--- config.mk ---
export PLATFORM = sky130hd
export DESIGN_NAME = tcc_core
export DESIGN_NICKNAME = d
export VERILOG_FILES = /design/src/tcc_pkg.sv /design/src/tcc_core.sv
export SDC_FILE = /design/constraint.sdc
export NUM_CORES = 1
export LEC_CHECK = 0
export BUFFER_PORTS_ARGS = -buffer_cell sky130_fd_sc_hd__buf_2
export CAP_MARGIN = 20
export CORE_ASPECT_RATIO = 0.9
export CORE_MARGIN = 3
export CORE_UTILIZATION = 28
export DETAILED_ROUTE_END_ITERATION = 16
export PLACE_DENSITY = 0.47
export SYNTH_ARGS = -nofsm -noshare
export SYNTH_HDL_FRONTEND = slang
export SYNTH_SLANG_ARGS = --single-unit
--- constraint.sdc ---
create_clock -name clock -period 3.9 [get_ports clock]
set_input_delay 0.195 -clock clock [delete_from_list [all_inputs] [get_ports clock]]
set_output_delay 0.195 -clock clock [all_outputs]
set_load 0.03 [all_outputs]
--- src/tcc_pkg.sv ---
package tcc_pkg;

   // register byte offsets
   localparam logic [5:0] OFS_MODE = 6'h00;
   localparam logic [5:0] OFS_FORCE = 6'h01;
   localparam logic [5:0] OFS_MASK = 6'h02;
   localparam logic [5:0] OFS_DATA = 6'h03;
   localparam logic [5:0] OFS_CNT_HI = 6'h04;
   localparam logic [5:0] OFS_CNT_LO = 6'h05;
   localparam logic [5:0] OFS_SC1 = 6'h06;
   localparam logic [5:0] OFS_TOV = 6'h07;
   localparam logic [5:0] OFS_CTL1 = 6'h08;
   localparam logic [5:0] OFS_CTL2 = 6'h09;
   localparam logic [5:0] OFS_FLG1 = 6'h0e;
   localparam logic [5:0] OFS_FLG2 = 6'h0f;
   localparam logic [5:0] OFS_CMP_FIRST = 6'h10;
   localparam logic [5:0] OFS_CMP_LAST = 6'h1f;
   localparam logic [5:0] OFS_PA_FLG = 6'h21;
   localparam logic [5:0] OFS_PA_HI = 6'h22;
   localparam logic [5:0] OFS_PA_LO = 6'h23;

   // field positions
   localparam int SC1_ON = 7;
   localparam int SC1_SWAI = 6;
   localparam int SC1_SFRZ = 5;
   localparam int SC1_FFCA = 4;
   localparam int FLG2_OVF = 7;
   localparam int PAF_OVF = 1;
   localparam int PAF_EDGE = 0;
   localparam int CH_LO = 2;
   localparam int CH_HI = 7;

   // implemented bits and reset values
   localparam logic [7:0] CH_MASK = 8'hfc;
   localparam logic [7:0] SC1_MASK = 8'hf0;
   localparam logic [7:0] CTL2_MASK = 8'hf0;
   localparam logic [1:0] PAF_MASK = 2'h3;
   localparam logic [7:0] BYTE_ZERO = 8'h00;
   localparam logic [15:0] WORD_ZERO = 16'h0000;
   localparam logic [15:0] WORD_MAX = 16'hffff;
   localparam logic [15:0] WORD_ONE = 16'h0001;

   // prescaler: divide by 64 for the pulse accumulator clock
   localparam int PRE_DIV = 64;
   localparam logic [5:0] PRE_LAST = 6'(PRE_DIV - 1);
   localparam logic [5:0] PRE_ONE = 6'h01;

   // compare output actions (mode bit, level bit)
   localparam logic [1:0] ACT_OFF = 2'b00;
   localparam logic [1:0] ACT_TOG = 2'b01;
   localparam logic [1:0] ACT_CLR = 2'b10;
   localparam logic [1:0] ACT_SET = 2'b11;

   typedef struct packed {
      logic [5:0] addr;
      logic [7:0] wdata;
      logic wr;
      logic rd;
   } tcc_bus_req_t;

   typedef struct packed {
      logic waitMode;
      logic freezeMode;
      logic testMode;
   } tcc_mode_t;

   typedef struct packed {
      logic [7:0] level;
      logic [7:0] oe;
   } tcc_port_t;

   // next pin level for one compare action
   function automatic logic cmp_action(input logic [1:0] act,
                                       input logic cur);
      logic r;
      r = cur;
      unique case (act)
         ACT_OFF: r = cur;
         ACT_TOG: r = ~cur;
         ACT_CLR: r = 1'b0;
         ACT_SET: r = 1'b1;
      endcase
      return r;
   endfunction

endpackage

--- src/tcc_core.sv ---
`timescale 1ns/10ps
module tcc_core (
   input wire logic clock,
   input wire logic rst,
   input wire tcc_pkg::tcc_bus_req_t busReq,
   output logic [7:0] rdData,
   input wire tcc_pkg::tcc_mode_t modes,
   input wire logic paPin,
   output tcc_pkg::tcc_port_t timerPort,
   output logic [7:0] chFlags,
   output logic ovfFlag,
   output logic [1:0] paFlags,
   output logic pa64Tick,
   output logic wakeAllowed
);
   import tcc_pkg::*;

   logic [7:0] modeSel_q, mask_q, data_q, tov_q, sc1_q, chFlags_q;
   logic [7:0] chFlags_d, port_q, port_d, oe_q, oe_d, rdData_q, rdData_d;
   logic [15:0] ctl_q, cnt_q, cnt_d, pa_q, cntInc;
   logic [15:0] cmp_q [CH_HI:CH_LO];
   logic [7:0] match, forceNow, flagClr, flagSet;
   logic [5:0] pre_q, addr;
   logic [2:0] cmpIdx;
   logic [1:0] paSync_q, pulse_acc_flags_q;
   logic ovf_q, paPrev_q, pa64_q, wake_q, wr, rd, waitStop, frzStop;
   logic preRun, cntTick, cntWrHi, cntWrLo, cntWr, ovfEvt, ch7Evt;
   logic ffca, inCmp, paRun, paEdge;

   // bus decode shared by the register, counter, flag and read processes
   assign wr = busReq.wr;
   assign rd = busReq.rd;
   assign addr = busReq.addr;
   assign ffca = sc1_q[SC1_FFCA];
   assign inCmp = (addr >= OFS_CMP_FIRST) && (addr <= OFS_CMP_LAST);
   assign cmpIdx = addr[3:1];

   // run conditions; freeze spares the prescaler so the
   // accumulator keeps its clock while the counter is held
   assign waitStop = modes.waitMode && sc1_q[SC1_SWAI];
   assign frzStop = modes.freezeMode && sc1_q[SC1_SFRZ];
   assign preRun = sc1_q[SC1_ON] && !waitStop;
   assign cntTick = preRun && !frzStop;
   assign paRun = !waitStop;

   // counter writes need the test mode indicator
   assign cntWrHi = wr && (addr == OFS_CNT_HI) && modes.testMode;
   assign cntWrLo = wr && (addr == OFS_CNT_LO) && modes.testMode;
   assign cntWr = cntWrHi || cntWrLo;
   assign cntInc = cnt_q + WORD_ONE;
   assign ovfEvt = cntTick && !cntWr && (cnt_q == WORD_MAX);

   // compare match on the value the counter steps to
   always_comb begin
      match = BYTE_ZERO;
      for (int n = CH_LO; n <= CH_HI; n++) begin
         match[n] = cntTick && !cntWr && modeSel_q[n] &&
                    (cntInc == cmp_q[n]);
      end
   end

   // forced compares exist only in the write cycle
   assign forceNow = (wr && (addr == OFS_FORCE)) ?
                     (busReq.wdata & CH_MASK) : BYTE_ZERO;
   assign ch7Evt = match[CH_HI] || forceNow[CH_HI];

   // pin actions in priority: ch7 override, overflow toggle,
   // forced or real compare, hold
   always_comb begin
      port_d = port_q;
      oe_d = BYTE_ZERO;
      for (int n = CH_LO; n <= CH_HI; n++) begin
         if (ch7Evt && mask_q[n]) begin
            port_d[n] = data_q[n];
         end else if (ovfEvt && tov_q[n] && modeSel_q[n]) begin
            port_d[n] = ~port_q[n];
         end else if (forceNow[n] || match[n]) begin
            port_d[n] = cmp_action(ctl_q[2*n+1 -: 2], port_q[n]);
         end
         oe_d[n] = modeSel_q[n] &&
                   ((ctl_q[2*n+1 -: 2] != ACT_OFF) || mask_q[n]);
      end
   end

   // timer port level and direction, registered for clean outputs
   always_ff @(posedge clock) begin
      if (rst) begin
         port_q <= BYTE_ZERO;
         oe_q <= BYTE_ZERO;
      end else begin
         port_q <= port_d;
         oe_q <= oe_d;
      end
   end

   // channel flags: a flag set in the clearing cycle survives
   always_comb begin
      flagSet = BYTE_ZERO;
      flagClr = BYTE_ZERO;
      for (int n = CH_LO; n <= CH_HI; n++) begin
         flagSet[n] = match[n] && !forceNow[n];
      end
      if (wr && (addr == OFS_FLG1)) begin
         flagClr = busReq.wdata & CH_MASK;
      end
      if (ffca && inCmp && (int'(cmpIdx) >= CH_LO)) begin
         if (rd && !modeSel_q[cmpIdx]) begin
            flagClr[cmpIdx] = 1'b1;
         end
         if (wr && modeSel_q[cmpIdx]) begin
            flagClr[cmpIdx] = 1'b1;
         end
      end
      chFlags_d = ((chFlags_q & ~flagClr) | flagSet) & CH_MASK;
   end

   always_ff @(posedge clock) begin
      if (rst) begin
         chFlags_q <= BYTE_ZERO;
      end else begin
         chFlags_q <= chFlags_d;
      end
   end

   // counter overflow flag; fast clear on any counter access
   always_ff @(posedge clock) begin
      if (rst) begin
         ovf_q <= 1'b0;
      end else if (ovfEvt) begin
         ovf_q <= 1'b1;
      end else if (ffca && (rd || wr) &&
                   ((addr == OFS_CNT_HI) || (addr == OFS_CNT_LO))) begin
         ovf_q <= 1'b0;
      end else if (wr && (addr == OFS_FLG2) && busReq.wdata[FLG2_OVF]) begin
         ovf_q <= 1'b0;
      end
   end

   // main counter; steps every clock while running, and a test write
   // does not touch the prescaler, which only feeds the divide-64 tick
   always_comb begin
      cnt_d = cnt_q;
      if (cntWrHi) begin
         cnt_d = {busReq.wdata, cnt_q[7:0]};
      end else if (cntWrLo) begin
         cnt_d = {cnt_q[15:8], busReq.wdata};
      end else if (cntTick) begin
         cnt_d = cntInc;
      end
   end

   always_ff @(posedge clock) begin
      if (rst) begin
         cnt_q <= WORD_ZERO;
      end else begin
         cnt_q <= cnt_d;
      end
   end

   // prescaler and the divide-64 tick for the accumulator
   always_ff @(posedge clock) begin
      if (rst) begin
         pre_q <= 6'h00;
         pa64_q <= 1'b0;
      end else begin
         if (preRun) begin
            pre_q <= pre_q + PRE_ONE;
         end
         pa64_q <= preRun && (pre_q == PRE_LAST);
      end
   end

   // accumulator pin crosses in from outside the clock domain
   always_ff @(posedge clock) begin
      if (rst) begin
         paSync_q <= 2'b00;
         paPrev_q <= 1'b0;
      end else begin
         paSync_q <= {paSync_q[0], paPin};
         paPrev_q <= paSync_q[1];
      end
   end
   assign paEdge = paSync_q[1] && !paPrev_q;

   // accumulator count and flags; runs in freeze; clears are
   // written first so a set in the same cycle wins bit by bit
   always_ff @(posedge clock) begin
      if (rst) begin
         pa_q <= WORD_ZERO;
         pulse_acc_flags_q <= 2'b00;
      end else begin
         if (wr && (addr == OFS_PA_HI)) begin
            pa_q <= {busReq.wdata, pa_q[7:0]};
         end else if (wr && (addr == OFS_PA_LO)) begin
            pa_q <= {pa_q[15:8], busReq.wdata};
         end else if (paRun && paEdge) begin
            pa_q <= pa_q + WORD_ONE;
         end
         if (ffca && (rd || wr) &&
             ((addr == OFS_PA_HI) || (addr == OFS_PA_LO))) begin
            pulse_acc_flags_q <= 2'b00;
         end else if (wr && (addr == OFS_PA_FLG)) begin
            pulse_acc_flags_q <= pulse_acc_flags_q & ~(busReq.wdata[1:0] & PAF_MASK);
         end
         if (paRun && paEdge) begin
            pulse_acc_flags_q[PAF_EDGE] <= 1'b1;
            if (pa_q == WORD_MAX) begin
               pulse_acc_flags_q[PAF_OVF] <= 1'b1;
            end
         end
      end
   end

   // software written configuration
   always_ff @(posedge clock) begin
      if (rst) begin
         modeSel_q <= BYTE_ZERO;
         mask_q <= BYTE_ZERO;
         data_q <= BYTE_ZERO;
         tov_q <= BYTE_ZERO;
         ctl_q <= WORD_ZERO;
         sc1_q <= BYTE_ZERO;
      end else if (wr) begin
         unique case (addr)
            OFS_MODE: modeSel_q <= busReq.wdata & CH_MASK;
            OFS_MASK: mask_q <= busReq.wdata & CH_MASK;
            OFS_DATA: data_q <= busReq.wdata & CH_MASK;
            OFS_TOV: tov_q <= busReq.wdata & CH_MASK;
            OFS_CTL1: ctl_q[15:8] <= busReq.wdata;
            OFS_CTL2: ctl_q[7:0] <= busReq.wdata & CTL2_MASK;
            OFS_SC1: sc1_q <= busReq.wdata & SC1_MASK;
            default: ;
         endcase
      end
   end

   // compare registers for channels 2..7, high byte at even offset
   always_ff @(posedge clock) begin
      if (rst) begin
         for (int n = CH_LO; n <= CH_HI; n++) begin
            cmp_q[n] <= WORD_ZERO;
         end
      end else if (wr && inCmp && (int'(cmpIdx) >= CH_LO)) begin
         if (!addr[0]) begin
            cmp_q[cmpIdx][15:8] <= busReq.wdata;
         end else begin
            cmp_q[cmpIdx][7:0] <= busReq.wdata;
         end
      end
   end

   // read data one cycle after the strobe; holes read zero
   always_comb begin
      rdData_d = BYTE_ZERO;
      if (rd) begin
         unique case (addr)
            OFS_MODE: rdData_d = modeSel_q;
            OFS_FORCE: rdData_d = BYTE_ZERO;
            OFS_MASK: rdData_d = mask_q;
            OFS_DATA: rdData_d = data_q;
            OFS_CNT_HI: rdData_d = cnt_q[15:8];
            OFS_CNT_LO: rdData_d = cnt_q[7:0];
            OFS_SC1: rdData_d = sc1_q;
            OFS_TOV: rdData_d = tov_q;
            OFS_CTL1: rdData_d = ctl_q[15:8];
            OFS_CTL2: rdData_d = ctl_q[7:0];
            OFS_FLG1: rdData_d = chFlags_q;
            OFS_FLG2: rdData_d = {ovf_q, 7'h00};
            OFS_PA_FLG: rdData_d = {6'h00, pulse_acc_flags_q};
            OFS_PA_HI: rdData_d = pa_q[15:8];
            OFS_PA_LO: rdData_d = pa_q[7:0];
            default: begin
               if (inCmp && (int'(cmpIdx) >= CH_LO)) begin
                  rdData_d = addr[0] ? cmp_q[cmpIdx][7:0] :
                             cmp_q[cmpIdx][15:8];
               end
            end
         endcase
      end
   end

   // read data and wake permission registers
   always_ff @(posedge clock) begin
      if (rst) begin
         rdData_q <= BYTE_ZERO;
         wake_q <= 1'b1;
      end else begin
         rdData_q <= rdData_d;
         wake_q <= !waitStop;
      end
   end

   assign rdData = rdData_q;
   assign timerPort.level = port_q;
   assign timerPort.oe = oe_q;
   assign chFlags = chFlags_q;
   assign ovfFlag = ovf_q;
   assign paFlags = pulse_acc_flags_q;
   assign pa64Tick = pa64_q;
   assign wakeAllowed = wake_q;
endmodule

## Word-level counts from Yosys, hierarchy flattened

Memories as Yosys holds them, arrays and structs flattened.
Index checks and enable logic that the tools add are counted.

- Bits in writable memories: 96
- Register bits after elaboration: 116
- Logic and storage cells: 312
- Memories kept: 1
- Output and inout port bits: 37

Memories:

| memory | words | bits a word | read ports | clocked after Yosys merged registers in | wr ports | line | RTL |
|---|---|---|---|---|---|---|---|
| cmp_q | 6 | 16 | 7 | 0 | 6 | tcc_core.sv:21 | `logic [15:0] cmp_q [CH_HI:CH_LO];` |

- Reduce and logical (&&, ||, !) cells: 145
- Equal/unequal tests: 49
- Order comparisons: 5
- Multiplexer cells: 63
- Bitwise logic cells: 16
- Add/sub/neg operators: 3

Operators with widths:

| operator | number |
|---|---|
| 8-bit case mux with 15 select lines | 1 |
| 16-bit two-way mux | 7 |
| 16-bit equality test | 6 |
| 1-bit logical AND | 74 |
| 8-bit two-way mux | 8 |
| 1-bit two-way mux | 34 |
| 2-bit AND reduction | 17 |
| 16-bit by 1-bit adder with 16-bit output (second input constant) | 2 |
| 16-bit equality test (second input constant) | 2 |
| 2-bit equality test (second input constant) | 12 |
| 6-bit by 3-bit equality test with 1-bit output (second input constant) | 4 |
| 6-bit by 4-bit equality test with 1-bit output (second input constant) | 4 |
| 6-bit equality test (second input constant) | 4 |
| 8-bit OR | 3 |
| 3-bit nonzero test | 8 |
| 2-bit nonzero test | 10 |
| 3-bit inequality test (second input constant) | 6 |
| 1-bit case mux with 3 select lines | 6 |
| 1-bit logical OR | 16 |
| 16-bit OR reduction | 1 |
| 2-bit by 1-bit equality test with 1-bit output (second input constant) | 6 |
| 6-bit by 2-bit equality test with 1-bit output (second input constant) | 2 |
| 2-bit logical NOT | 6 |
| 1-bit logical NOT | 11 |
| 19 further kinds | 31 |

## Depth between registers and ports, before layout

Gate-level depths: netlist of run 1.

- Word-level depth: 13
- Depth in mapped cells: 11

## Worst setup path before layout of run 1

Ideal clock, no wire load.

- Kind: register to register
- Start: reg cnt_q[1]
- End: reg port_q[5]
- Arrival: 2975 ps
- Setup slack: 793 ps
- Path buffers: 1
- Stages on the path, launching flop included: 11
- Path through: dfxtp_1 ha_1 and3_1 buf_2 nand4_4 xnor2_1 or4_1 or4_1 o41a_1 o221ai_1 a21oi_1

- Word-level cells in the longest chain between the ends: 7

Ends and longest elaborated chain:

| element | line | RTL |
|---|---|---|
| start, declared | tcc_core.sv:20 | `logic [15:0] ctl_q, cnt_q, cnt_d, pa_q, cntInc;` |
| start signal, assigned | tcc_core.sv:156 | `cnt_q <= cnt_d;` |
| 16-bit by 1-bit adder with 16-bit output | tcc_core.sv:50 | `assign cntInc = cnt_q + WORD_ONE;` |
| 16-bit equality test | tcc_core.sv:58 | `(cntInc == cmp_q[n]);` |
| 1-bit logical AND | tcc_core.sv:57 | `match[n] = cntTick && !cntWr && modeSel_q[n] &&` |
| 1-bit logical OR | tcc_core.sv:65 | `assign ch7Evt = match[CH_HI] \|\| forceNow[CH_HI];` |
| 1-bit logical AND | tcc_core.sv:73 | `if (ch7Evt && mask_q[n]) begin` |
| 3-bit inequality test (no source line) or 3-bit nonzero test (tied branches) | -- |  |
| 2-bit AND reduction (no source line) | -- |  |
| end signal, assigned | tcc_core.sv:91 | `port_q <= port_d;` |
| end, declared | tcc_core.sv:19 | `logic [7:0] chFlags_d, port_q, port_d, oe_q, oe_d, rdData_q, rdData_d;` |

Several ways; a longest one is shown, not always the timed one.
A chain may end at the register's enable or synchronous reset.

## Final worst setup path of run 1

- Start: reg cnt_q[1]
- End: reg port_q[7]

- Word-level cells in the longest chain between the ends: 7

Ends and longest elaborated chain:

| element | line |
|---|---|
| 16-bit by 1-bit adder with 16-bit output | tcc_core.sv:50 |
| 16-bit equality test | tcc_core.sv:58 |
| 1-bit logical AND | tcc_core.sv:57 |
| 1-bit logical OR | tcc_core.sv:65, tcc_core.sv:77 |
| 1-bit logical AND | tcc_core.sv:73 |
| 3-bit inequality test (no source line) or 3-bit nonzero test (tied branches) | -- |
| 2-bit AND reduction (no source line) | -- |

Several ways; a longest one is shown, not always the timed one.

==> impl_metrics.prom, run 1 <==
# TYPE chip_impl_metric gauge
chip_impl_info{name="largest_area_contributor_in_the_synthesized_netlist",value="sky130_fd_sc_hd__edfxtp_1"} 1
chip_impl_metric{name="chipHeight",unit="um"} 217
chip_impl_metric{name="synth_adder_area_share",unit=""} 0.00342
chip_impl_info{name="whs_endpoint",value="wakeAllowed"} 1
chip_impl_metric{name="die-area",unit="mm2"} 0.0523
chip_impl_metric{name="n_fill_cell",unit=""} 5073
chip_impl_metric{name="drc",unit=""} 0
chip_impl_metric{name="h_tree_depth",unit=""} 1
chip_impl_metric{name="fmax",unit="MHz"} 288
chip_impl_metric{name="synth.area.mux_share",unit=""} 0.0341
chip_impl_metric{name="synth_xor_area_frac",unit=""} 0.0924
chip_impl_metric{name="dpl_worst_slack",unit="ns"} 0.502
chip_impl_metric{name="clock_latency",unit="ns"} 0.55
chip_impl_metric{name="placedInstanceArea",unit="mm2"} 0.0151
chip_impl_metric{name="dr.first_iter.drc_count",unit=""} 1713
chip_impl_metric{name="clock_sink_count",unit=""} 208
chip_impl_info{name="yosys-top-cells-area",value="sky130_fd_sc_hd__edfxtp_1 21%, sky130_fd_sc_hd__dfxtp_1 16%, sky130_fd_sc_hd__and2_1 4.9%, sky130_fd_sc_hd__nand2_1 3.9%, sky130_fd_sc_hd__xnor2_1 3.5%"} 1
chip_impl_metric{name="grt_max_degree",unit=""} 53
chip_impl_metric{name="grt_pass1_vias",unit=""} 12260
chip_impl_metric{name="ys_warn_count",unit=""} 0
chip_impl_metric{name="route.detailed.vias_per_inst",unit=""} 5.90
chip_impl_metric{name="port-buffer-count",unit=""} 52
chip_impl_metric{name="report.final.setup_viol",unit=""} 0
chip_impl_metric{name="cts.reportedPaths.clkPinSlew",unit="ns"} 0.06
chip_impl_info{name="min_path_type",value="primary input to flop"} 1
chip_impl_metric{name="synth.lib_cells_used.distinct",unit=""} 95
chip_impl_metric{name="report.final.hold_viol_count",unit=""} 0
chip_impl_info{name="main_combinational_cell_family_by_area_after_synthesis",value="simple AND/OR/NAND/NOR gates"} 1
chip_impl_metric{name="placeable_core_area",unit="mm2"} 0.0484
chip_impl_info{name="worst_r2r_startpoint",value="cnt_q[1]"} 1
chip_impl_metric{name="synthesis.area",unit="mm2"} 0.0139
chip_impl_metric{name="synth_seq_area_share",unit=""} 0.369
chip_impl_metric{name="synth_top_area_share",unit=""} 0.208
chip_impl_info{name="grt_setup_unrepaired",value="no"} 1
chip_impl_metric{name="powerDensity",unit="mW/mm2"} 328
chip_impl_metric{name="global_route.usage.total",unit=""} 0.246
chip_impl_metric{name="num_antenna_cells",unit=""} 0
chip_impl_info{name="clockRootBuffer",value="sky130_fd_sc_hd__clkbuf_16"} 1
chip_impl_metric{name="design_power_total",unit="mW"} 5.20
chip_impl_metric{name="hpwl",unit="um"} 48800
chip_impl_info{name="worst-setup-path-type",value="flop to flop"} 1
chip_impl_metric{name="rrSetupSlack",unit="ns"} 0.43
chip_impl_metric{name="post_synth_and_or_nand_nor_area_fraction",unit=""} 0.272
chip_impl_metric{name="num_rows",unit=""} 76
chip_impl_metric{name="synth.avg_cell_area",unit="um2"} 8.80
chip_impl_metric{name="timing.final.crit_share",unit=""} 0.889
chip_impl_info{name="tritoncts",value="built"} 1
chip_impl_metric{name="grt_pass1_wl",unit="um"} 92600
chip_impl_metric{name="timing_worst_slew_pin_value",unit="ns"} 1.01
chip_impl_metric{name="cts_buffers",unit=""} 25
chip_impl_metric{name="finish.net_count",unit=""} 1646
chip_impl_metric{name="routed-via-count",unit=""} 13358
chip_impl_metric{name="timing.final.crit_period",unit="ns"} 3.47
chip_impl_metric{name="antenna_found_initial",unit=""} 4
chip_impl_info{name="worstSetupEndpointType",value="flop"} 1
chip_impl_metric{name="setup_ws",unit="ns"} 0.432
chip_impl_metric{name="synth-async-reset-ratio",unit=""} 0
chip_impl_metric{name="synth-compound-area-share",unit=""} 0.181
chip_impl_metric{name="worst_slew_margin_rel",unit=""} 0.327
chip_impl_metric{name="final-instance-count-excl-fill",unit=""} 2263
chip_impl_metric{name="summed_area_of_non_filler_cells_in_the_final_layout",unit="mm2"} 0.0159
chip_impl_metric{name="synth-seq-cells",unit=""} 208
chip_impl_metric{name="maxCapViolCount",unit=""} 0
chip_impl_metric{name="tns",unit="ns"} 0
chip_impl_metric{name="postLayoutCoreUtil",unit=""} 0.328
chip_impl_info{name="run_status",value="completed"} 1
chip_impl_metric{name="critPathRequiredTime",unit="ns"} 4.34
chip_impl_metric{name="grt.overflow.total",unit=""} 0
chip_impl_metric{name="clk_path_buf_depth",unit=""} 3
chip_impl_info{name="min_from",value="modes[2]"} 1
chip_impl_metric{name="timing.critical_path.arrival",unit="ns"} 3.91
chip_impl_metric{name="synth-edff-count",unit=""} 96
chip_impl_metric{name="cts_resized",unit=""} 0
chip_impl_info{name="critical_path.reg2reg.endpoint",value="port_q[7]"} 1
chip_impl_metric{name="final.setup_skew",unit="ns"} 0.0139
chip_impl_metric{name="timing.hold.ws",unit="ns"} 0.0404
chip_impl_info{name="critPathLaunchType",value="flop"} 1
chip_impl_metric{name="pin_count",unit=""} 59
chip_impl_metric{name="totalWireLength",unit="um"} 65800
chip_impl_metric{name="drt.antenna.violating_nets",unit=""} 0
chip_impl_metric{name="path_max_fanout",unit=""} 14
chip_impl_metric{name="routabilityCongestion",unit=""} 0.981
chip_impl_metric{name="detailed_routing_iterations_pass_1",unit=""} 5
chip_impl_metric{name="cts_setup_buffers",unit=""} 0
chip_impl_metric{name="post_route_cells_drive_above_1_share",unit=""} 0.149
chip_impl_metric{name="worst_r2r_path_cells",unit=""} 12
chip_impl_metric{name="total_leakage_power",unit="nW"} 5.47
chip_impl_metric{name="max-vdd-ir-drop",unit="V"} 0.000281
chip_impl_info{name="synth_ff_type",value="sky130_fd_sc_hd__dfxtp_1"} 1
chip_impl_metric{name="post-place-cells",unit=""} 2217
chip_impl_metric{name="timing_max_transition_violations_final",unit=""} 0
chip_impl_metric{name="synthToLayoutAreaGrowth",unit="%"} 14.2
chip_impl_metric{name="post_drt_wl_per_cell",unit="um"} 29.1
chip_impl_metric{name="initial_core_util",unit=""} 0.287
chip_impl_metric{name="min_path_cells",unit=""} 3
chip_impl_metric{name="chip_width",unit="um"} 241
chip_impl_metric{name="synthCells",unit=""} 1579
-- critical path: stages, from the launching register on --
cell	delay, ns
sky130_fd_sc_hd__dfxtp_1	0.52
sky130_fd_sc_hd__ha_1	0.31
sky130_fd_sc_hd__buf_4	0.23
sky130_fd_sc_hd__xnor2_1	0.23
sky130_fd_sc_hd__xor2_1	0.19
sky130_fd_sc_hd__a21oi_1	0.08
sky130_fd_sc_hd__or4_1	0.55
sky130_fd_sc_hd__nor4_1	0.29
sky130_fd_sc_hd__buf_4	0.20
sky130_fd_sc_hd__a21boi_1	0.09
sky130_fd_sc_hd__buf_4	0.18
sky130_fd_sc_hd__o211a_1	0.22
sky130_fd_sc_hd__a311oi_1	0.26
-- Yosys cell counts (29+ instances only) --
| cell type | n |
|---|---|
| sky130_fd_sc_hd__nor2_1 | 112 |
| sky130_fd_sc_hd__o21ai_0 | 60 |
| sky130_fd_sc_hd__nand3_1 | 74 |
| sky130_fd_sc_hd__a21oi_1 | 87 |
| sky130_fd_sc_hd__a22oi_1 | 32 |
| sky130_fd_sc_hd__edfxtp_1 | 96 |
| sky130_fd_sc_hd__xor2_1 | 40 |
| sky130_fd_sc_hd__and2_1 | 108 |
| sky130_fd_sc_hd__dfxtp_1 | 112 |
| sky130_fd_sc_hd__clkbuf_1 | 85 |
| sky130_fd_sc_hd__xnor2_1 | 55 |
| sky130_fd_sc_hd__nor3_1 | 34 |
| sky130_fd_sc_hd__nand2_1 | 144 |
| sky130_fd_sc_hd__inv_1 | 29 |
-- report_power, final --
part | leakage, nW | switching [mW] | internal (mW)
sequential | 1.81 | 0.0993 | 2.34
clock | 0.378 | 1.00 | 1.25
combinational | 3.27 | 0.348 | 0.159
-- flip-flops by register name, summed over array words and instances (netlist names), 8 cells and up --
name	cells
ctl_q	12
cnt_q	16
cmp_q	96
pa_q	16
rdData	8
-- placed cells by master, fill, tap and decap left out, types with 7 or more instances in the layout --
| cell type | Yosys | routed |
|---|---|---|
| sky130_fd_sc_hd__nand2_1 | 144 | 144 |
| sky130_fd_sc_hd__nor2_1 | 112 | 112 |
| sky130_fd_sc_hd__dfxtp_1 | 112 | 112 |
| sky130_fd_sc_hd__and2_1 | 108 | 108 |
| sky130_fd_sc_hd__edfxtp_1 | 96 | 96 |
| sky130_fd_sc_hd__a21oi_1 | 87 | 87 |
| sky130_fd_sc_hd__buf_4 | 9 | 87 |
| sky130_fd_sc_hd__nand3_1 | 74 | 74 |
| sky130_fd_sc_hd__o21ai_0 | 60 | 60 |
| sky130_fd_sc_hd__xnor2_1 | 55 | 55 |
| sky130_fd_sc_hd__buf_2 | 15 | 51 |
| sky130_fd_sc_hd__xor2_1 | 40 | 40 |
| sky130_fd_sc_hd__nor3_1 | 34 | 34 |
| sky130_fd_sc_hd__a22oi_1 | 32 | 32 |
| sky130_fd_sc_hd__inv_1 | 29 | 29 |
| sky130_fd_sc_hd__mux2i_1 | 26 | 26 |
| sky130_fd_sc_hd__clkbuf_16 | 0 | 25 |
| sky130_fd_sc_hd__nor2b_1 | 22 | 22 |
| sky130_fd_sc_hd__nand4_1 | 22 | 22 |
| sky130_fd_sc_hd__nand2b_1 | 21 | 21 |
| sky130_fd_sc_hd__a221oi_1 | 20 | 20 |
| sky130_fd_sc_hd__or2_2 | 19 | 19 |
| sky130_fd_sc_hd__and3_1 | 19 | 19 |
| sky130_fd_sc_hd__xnor3_1 | 19 | 19 |
| sky130_fd_sc_hd__a211oi_1 | 18 | 18 |
| sky130_fd_sc_hd__a31oi_1 | 17 | 17 |
| sky130_fd_sc_hd__or3_1 | 15 | 15 |
| sky130_fd_sc_hd__mux2_2 | 15 | 15 |
| sky130_fd_sc_hd__or4_1 | 14 | 14 |
| sky130_fd_sc_hd__nor4_1 | 15 | 14 |
| sky130_fd_sc_hd__o2111ai_1 | 13 | 13 |
| sky130_fd_sc_hd__nor3b_1 | 14 | 12 |
| sky130_fd_sc_hd__nand3b_1 | 12 | 12 |
| sky130_fd_sc_hd__a311oi_1 | 10 | 10 |
| sky130_fd_sc_hd__a22o_1 | 10 | 10 |
| sky130_fd_sc_hd__o211ai_1 | 9 | 9 |
| sky130_fd_sc_hd__and4_1 | 8 | 8 |
| sky130_fd_sc_hd__a41oi_1 | 7 | 7 |
-- area by class of cell --
cell class,instances,area [um2],share of cell area
clock buffer,32,683,0.0431
clock inverter,13,85.1,0.00536
inverter,30,113,0.00710
multi-input combinational,1217,8160,0.514
sequential,208,5120,0.323
tap,624,781,0.0492
timing repair buffer,139,918,0.0579
-- per-layer routing --
metal	wire [um]	vias to the layer above	part of all wire	GRT usage
li1	-	5889	-	-
met1	30600	6697	0.46	0.376
met2	27100	686	0.41	0.349
met3	6370	86	0.097	0.0514
met4	1750	0	0.027	0.0619
met5	0	-	0	0
-- how the worst max path moves through the flow --
stage                         from        end  slack, ns
after global placement    cnt_q[1]  port_q[5]       0.53
after floorplan           cnt_q[1]  port_q[5]       0.79
after global routing      cnt_q[1]  port_q[5]       0.28
final                     cnt_q[1]  port_q[7]       0.43
after CTS                 cnt_q[1]  port_q[5]       0.46
after detailed placement  cnt_q[1]  port_q[5]       0.50
-- cell families after synthesis --
| logic type | after synthesis |
|---|---|
| and+or+nand+nor | 687 |
| other | 1 |
| muxes | 43 |
| buffers and inverters | 159 |
| AOI/OAI and AO/OA | 362 |
| DFF | 208 |
| xor gates and xnor gates | 115 |
| adders and majority gates | 4 |
-- timing repair --
action / in CTS / in global routing
hold buffers: 1 / 0
endpoints found under the hold margin: 1 / 0
endpoints found under the setup margin: 0 / 0
Power figures use the tool's default switching activity.
==> inputs of run 2 (changes only) <==
clock period = 4.4 ns   (was 3.9 ns; I/O delays follow)
==> impl_metrics.prom, run 2 (synthesis gave the netlist of run 1 again) <==
# TYPE chip_impl_metric gauge
chip_impl_metric{name="detailed_routing_iterations_pass_1",unit=""} 6
chip_impl_metric{name="placeable_core_area",unit="mm2"} 0.0484
chip_impl_metric{name="total_switching_power",unit="mW"} 1.24
chip_impl_metric{name="critical_path.max_stage_delay",unit="ns"} 0.80
chip_impl_info{name="tritoncts",value="built"} 1
chip_impl_metric{name="routabilityCongestion",unit=""} 0.983
chip_impl_metric{name="clk_path_buf_depth",unit=""} 3
chip_impl_metric{name="clock_latency",unit="ns"} 0.55
chip_impl_metric{name="post_route_cells_drive_above_1_share",unit=""} 0.136
chip_impl_metric{name="power.share.switching",unit=""} 0.264
chip_impl_metric{name="worst-path-buf-inv",unit=""} 3
chip_impl_info{name="grt_setup_unrepaired",value="no"} 1
chip_impl_info{name="setup.worst_path.end",value="port_q[7]"} 1
chip_impl_metric{name="die-area",unit="mm2"} 0.0523
chip_impl_info{name="timing.critical_path.cells",value="buf_4 -> inv_1 -> xnor3_1 -> a221oi_1 -> o2111ai_1 -> nor4_1 -> buf_4 -> a21boi_1 -> o211a_1 -> a311oi_1"} 1
chip_impl_metric{name="largest_register_ff_count",unit=""} 96
chip_impl_info{name="reg_top3",value="cmp_q (96), cnt_q (16), pa_q (16)"} 1
chip_impl_info{name="worst_path_cell_with_the_longest_stage_delay",value="sky130_fd_sc_hd__dfxtp_1"} 1
chip_impl_metric{name="antenna_found_initial",unit=""} 3
chip_impl_info{name="worstSetupEndpointType",value="flop"} 1
chip_impl_metric{name="port-buffer-count",unit=""} 52
chip_impl_info{name="critical_path.reg2reg.endpoint",value="port_q[7]"} 1
chip_impl_metric{name="cts_setup_buffers",unit=""} 0
chip_impl_metric{name="tns",unit="ns"} 0
chip_impl_metric{name="pin_count",unit=""} 59
chip_impl_metric{name="placedInstanceArea",unit="mm2"} 0.0149
chip_impl_metric{name="num_rows",unit=""} 76
chip_impl_metric{name="route.detailed.vias_per_inst",unit=""} 5.97
chip_impl_metric{name="drt.antenna.violating_nets",unit=""} 0
chip_impl_metric{name="fmax",unit="MHz"} 257
chip_impl_metric{name="chipHeight",unit="um"} 217
chip_impl_metric{name="summed_area_of_non_filler_cells_in_the_final_layout",unit="mm2"} 0.0158
chip_impl_metric{name="final-instance-count-excl-fill",unit=""} 2247
chip_impl_metric{name="synthToLayoutAreaGrowth",unit="%"} 13.7
chip_impl_info{name="min_path_type",value="primary input to flop"} 1
chip_impl_metric{name="grt.overflow.total",unit=""} 0
chip_impl_metric{name="h_tree_depth",unit=""} 1
chip_impl_metric{name="rrSetupSlack",unit="ns"} 0.50
chip_impl_info{name="run_status",value="completed"} 1
chip_impl_info{name="worst_r2r_startpoint",value="cnt_q[3]"} 1
chip_impl_metric{name="grt_max_degree",unit=""} 59
chip_impl_metric{name="max-vdd-ir-drop",unit="V"} 0.000231
chip_impl_metric{name="total_leakage_power",unit="nW"} 5.40
chip_impl_metric{name="powerDensity",unit="mW/mm2"} 297
chip_impl_metric{name="drc",unit=""} 0
chip_impl_metric{name="timing_max_transition_violations_final",unit=""} 0
chip_impl_metric{name="report.final.setup_viol",unit=""} 0
chip_impl_metric{name="global_route.usage.total",unit=""} 0.242
chip_impl_metric{name="clock_sink_count",unit=""} 208
chip_impl_metric{name="cts_buffers",unit=""} 24
chip_impl_metric{name="clock_power_share",unit=""} 0.444
chip_impl_metric{name="postLayoutCoreUtil",unit=""} 0.326
chip_impl_info{name="worst-setup-path-type",value="flop to flop"} 1
chip_impl_metric{name="maxCapViolCount",unit=""} 0
chip_impl_metric{name="report.final.hold_viol_count",unit=""} 0
chip_impl_metric{name="timing.final.crit_share",unit=""} 0.886
chip_impl_metric{name="timing.critical_path.arrival",unit="ns"} 4.35
chip_impl_metric{name="routed-via-count",unit=""} 13408
chip_impl_metric{name="worst_r2r_path_cells",unit=""} 10
chip_impl_metric{name="timing.final.crit_period",unit="ns"} 3.90
chip_impl_metric{name="grt_pass1_vias",unit=""} 12418
chip_impl_metric{name="post-place-cells",unit=""} 2198
chip_impl_info{name="path_common_cell",value="sky130_fd_sc_hd__buf_4"} 1
chip_impl_info{name="clockRootBuffer",value="sky130_fd_sc_hd__clkbuf_16"} 1
chip_impl_metric{name="critPathRequiredTime",unit="ns"} 4.85
chip_impl_metric{name="totalWireLength",unit="um"} 64500
chip_impl_metric{name="chip_width",unit="um"} 241
chip_impl_metric{name="grt_pass1_wl",unit="um"} 92000
chip_impl_info{name="final_common_cell",value="sky130_fd_sc_hd__nand2_1"} 1
chip_impl_metric{name="initial_core_util",unit=""} 0.287
chip_impl_metric{name="cts.reportedPaths.clkPinSlew",unit="ns"} 0.07
chip_impl_metric{name="timing_worst_slew_pin_value",unit="ns"} 1.11
chip_impl_metric{name="p_int",unit="mW"} 3.45
chip_impl_metric{name="dr.first_iter.drc_count",unit=""} 1915
chip_impl_info{name="mostFrequentLayoutCells",value="144 x sky130_fd_sc_hd__nand2_1, 112 x sky130_fd_sc_hd__nor2_1, 112 x sky130_fd_sc_hd__dfxtp_1"} 1
chip_impl_metric{name="path_max_fanout",unit=""} 14
chip_impl_metric{name="hpwl",unit="um"} 47600
chip_impl_metric{name="critical_path_cell_count",unit=""} 10
chip_impl_info{name="critPathLaunchType",value="flop"} 1
chip_impl_metric{name="share_comb_of_total_power",unit=""} 0.094
chip_impl_info{name="crit_family",value="compound AO/OA/AOI/OAI gates"} 1
chip_impl_metric{name="final.setup_skew",unit="ns"} 0.0151
chip_impl_metric{name="worst_slew_margin_rel",unit=""} 0.258
chip_impl_metric{name="timing.hold.ws",unit="ns"} 0.0732
chip_impl_metric{name="finish.net_count",unit=""} 1627
chip_impl_metric{name="pwr-share-seq",unit=""} 0.462
chip_impl_info{name="top_register",value="cmp_q"} 1
chip_impl_info{name="worstSetupStartpoint",value="cnt_q[3]"} 1
chip_impl_metric{name="post_drt_wl_per_cell",unit="um"} 28.7
==> run 2: changes by cell type in the layout (fill, tap and decap cells not counted) <==
cell	before	now
sky130_fd_sc_hd__clkbuf_1	3	6
sky130_fd_sc_hd__clkinvlp_4	3	0
sky130_fd_sc_hd__clkbuf_4	0	1
sky130_fd_sc_hd__inv_6	2	1
sky130_fd_sc_hd__dlygate4sd3_1	1	2
sky130_fd_sc_hd__clkbuf_2	1	0
sky130_fd_sc_hd__inv_8	1	0
sky130_fd_sc_hd__clkinv_2	6	2
sky130_fd_sc_hd__clkbuf_16	25	29
sky130_fd_sc_hd__diode_2	0	3
sky130_fd_sc_hd__buf_4	87	68
sky130_fd_sc_hd__clkinv_1	2	3
==> run 2: cell type report <==
cell class / count / area, um2
multi-input combinational: 1217 / 8160
clock inverter: 5 / 26.3
sequential: 208 / 5120
tap: 624 / 781
clock buffer: 39 / 797
inverter: 30 / 113
fill: 5042 / 32600
timing repair buffer: 121 / 786
antenna: 3 / 7.51
==> run 2: layer usage <==
layer | global-route usage | vias up | wire [um]
li1 | - | 5866 | -
met1 | 0.372 | 6728 | 29700
met2 | 0.341 | 722 | 26500
met3 | 0.0452 | 92 | 6430
met4 | 0.0675 | 0 | 1910
met5 | 0 | - | 0
==> run 2: repair_timing <==
item                                    4_1_cts  5_1_grt
endpoints found under the setup margin        0        0
gates resized for setup                       0        0
hold buffers                                  2        0
endpoints found under the hold margin         3        0
==> run 2: how the worst min path moves through the flow <==
stage	from	end	slack, ns	cells after the start
3_5_place_dp	paSync_q[0]	paSync_q[1]	0.43	1
2_1_floorplan	paPin	paSync_q[0]	0.35	1
6_report	rst	cnt_q[8]	0.07	2
5_1_grt	rst	cnt_q[3]	0.08	2
3_3_place_gp	paSync_q[0]	paSync_q[1]	0.42	1
4_1_cts	rst	cnt_q[8]	0.05	2
==> run 2: per-stage QoR <==
stage	setup slack, ns	power, mW
2_1_floorplan	1.29	2.42
3_3_place_gp	0.659	2.63
3_5_place_dp	0.599	2.63
4_1_cts	0.575	4.71
5_1_grt	0.414	4.83
6_report	0.502	4.69
==> run 2: power groups by stage <==
stage / Sequential, mW / Clock (mW) / Combinational [mW]
after global placement: 2.20 / 0 / 0.428
after global routing: 2.17 / 2.20 / 0.460
final: 2.17 / 2.08 / 0.440
after floorplan: 2.16 / 0 / 0.259
after detailed placement: 2.20 / 0 / 0.424
after CTS: 2.16 / 2.12 / 0.428
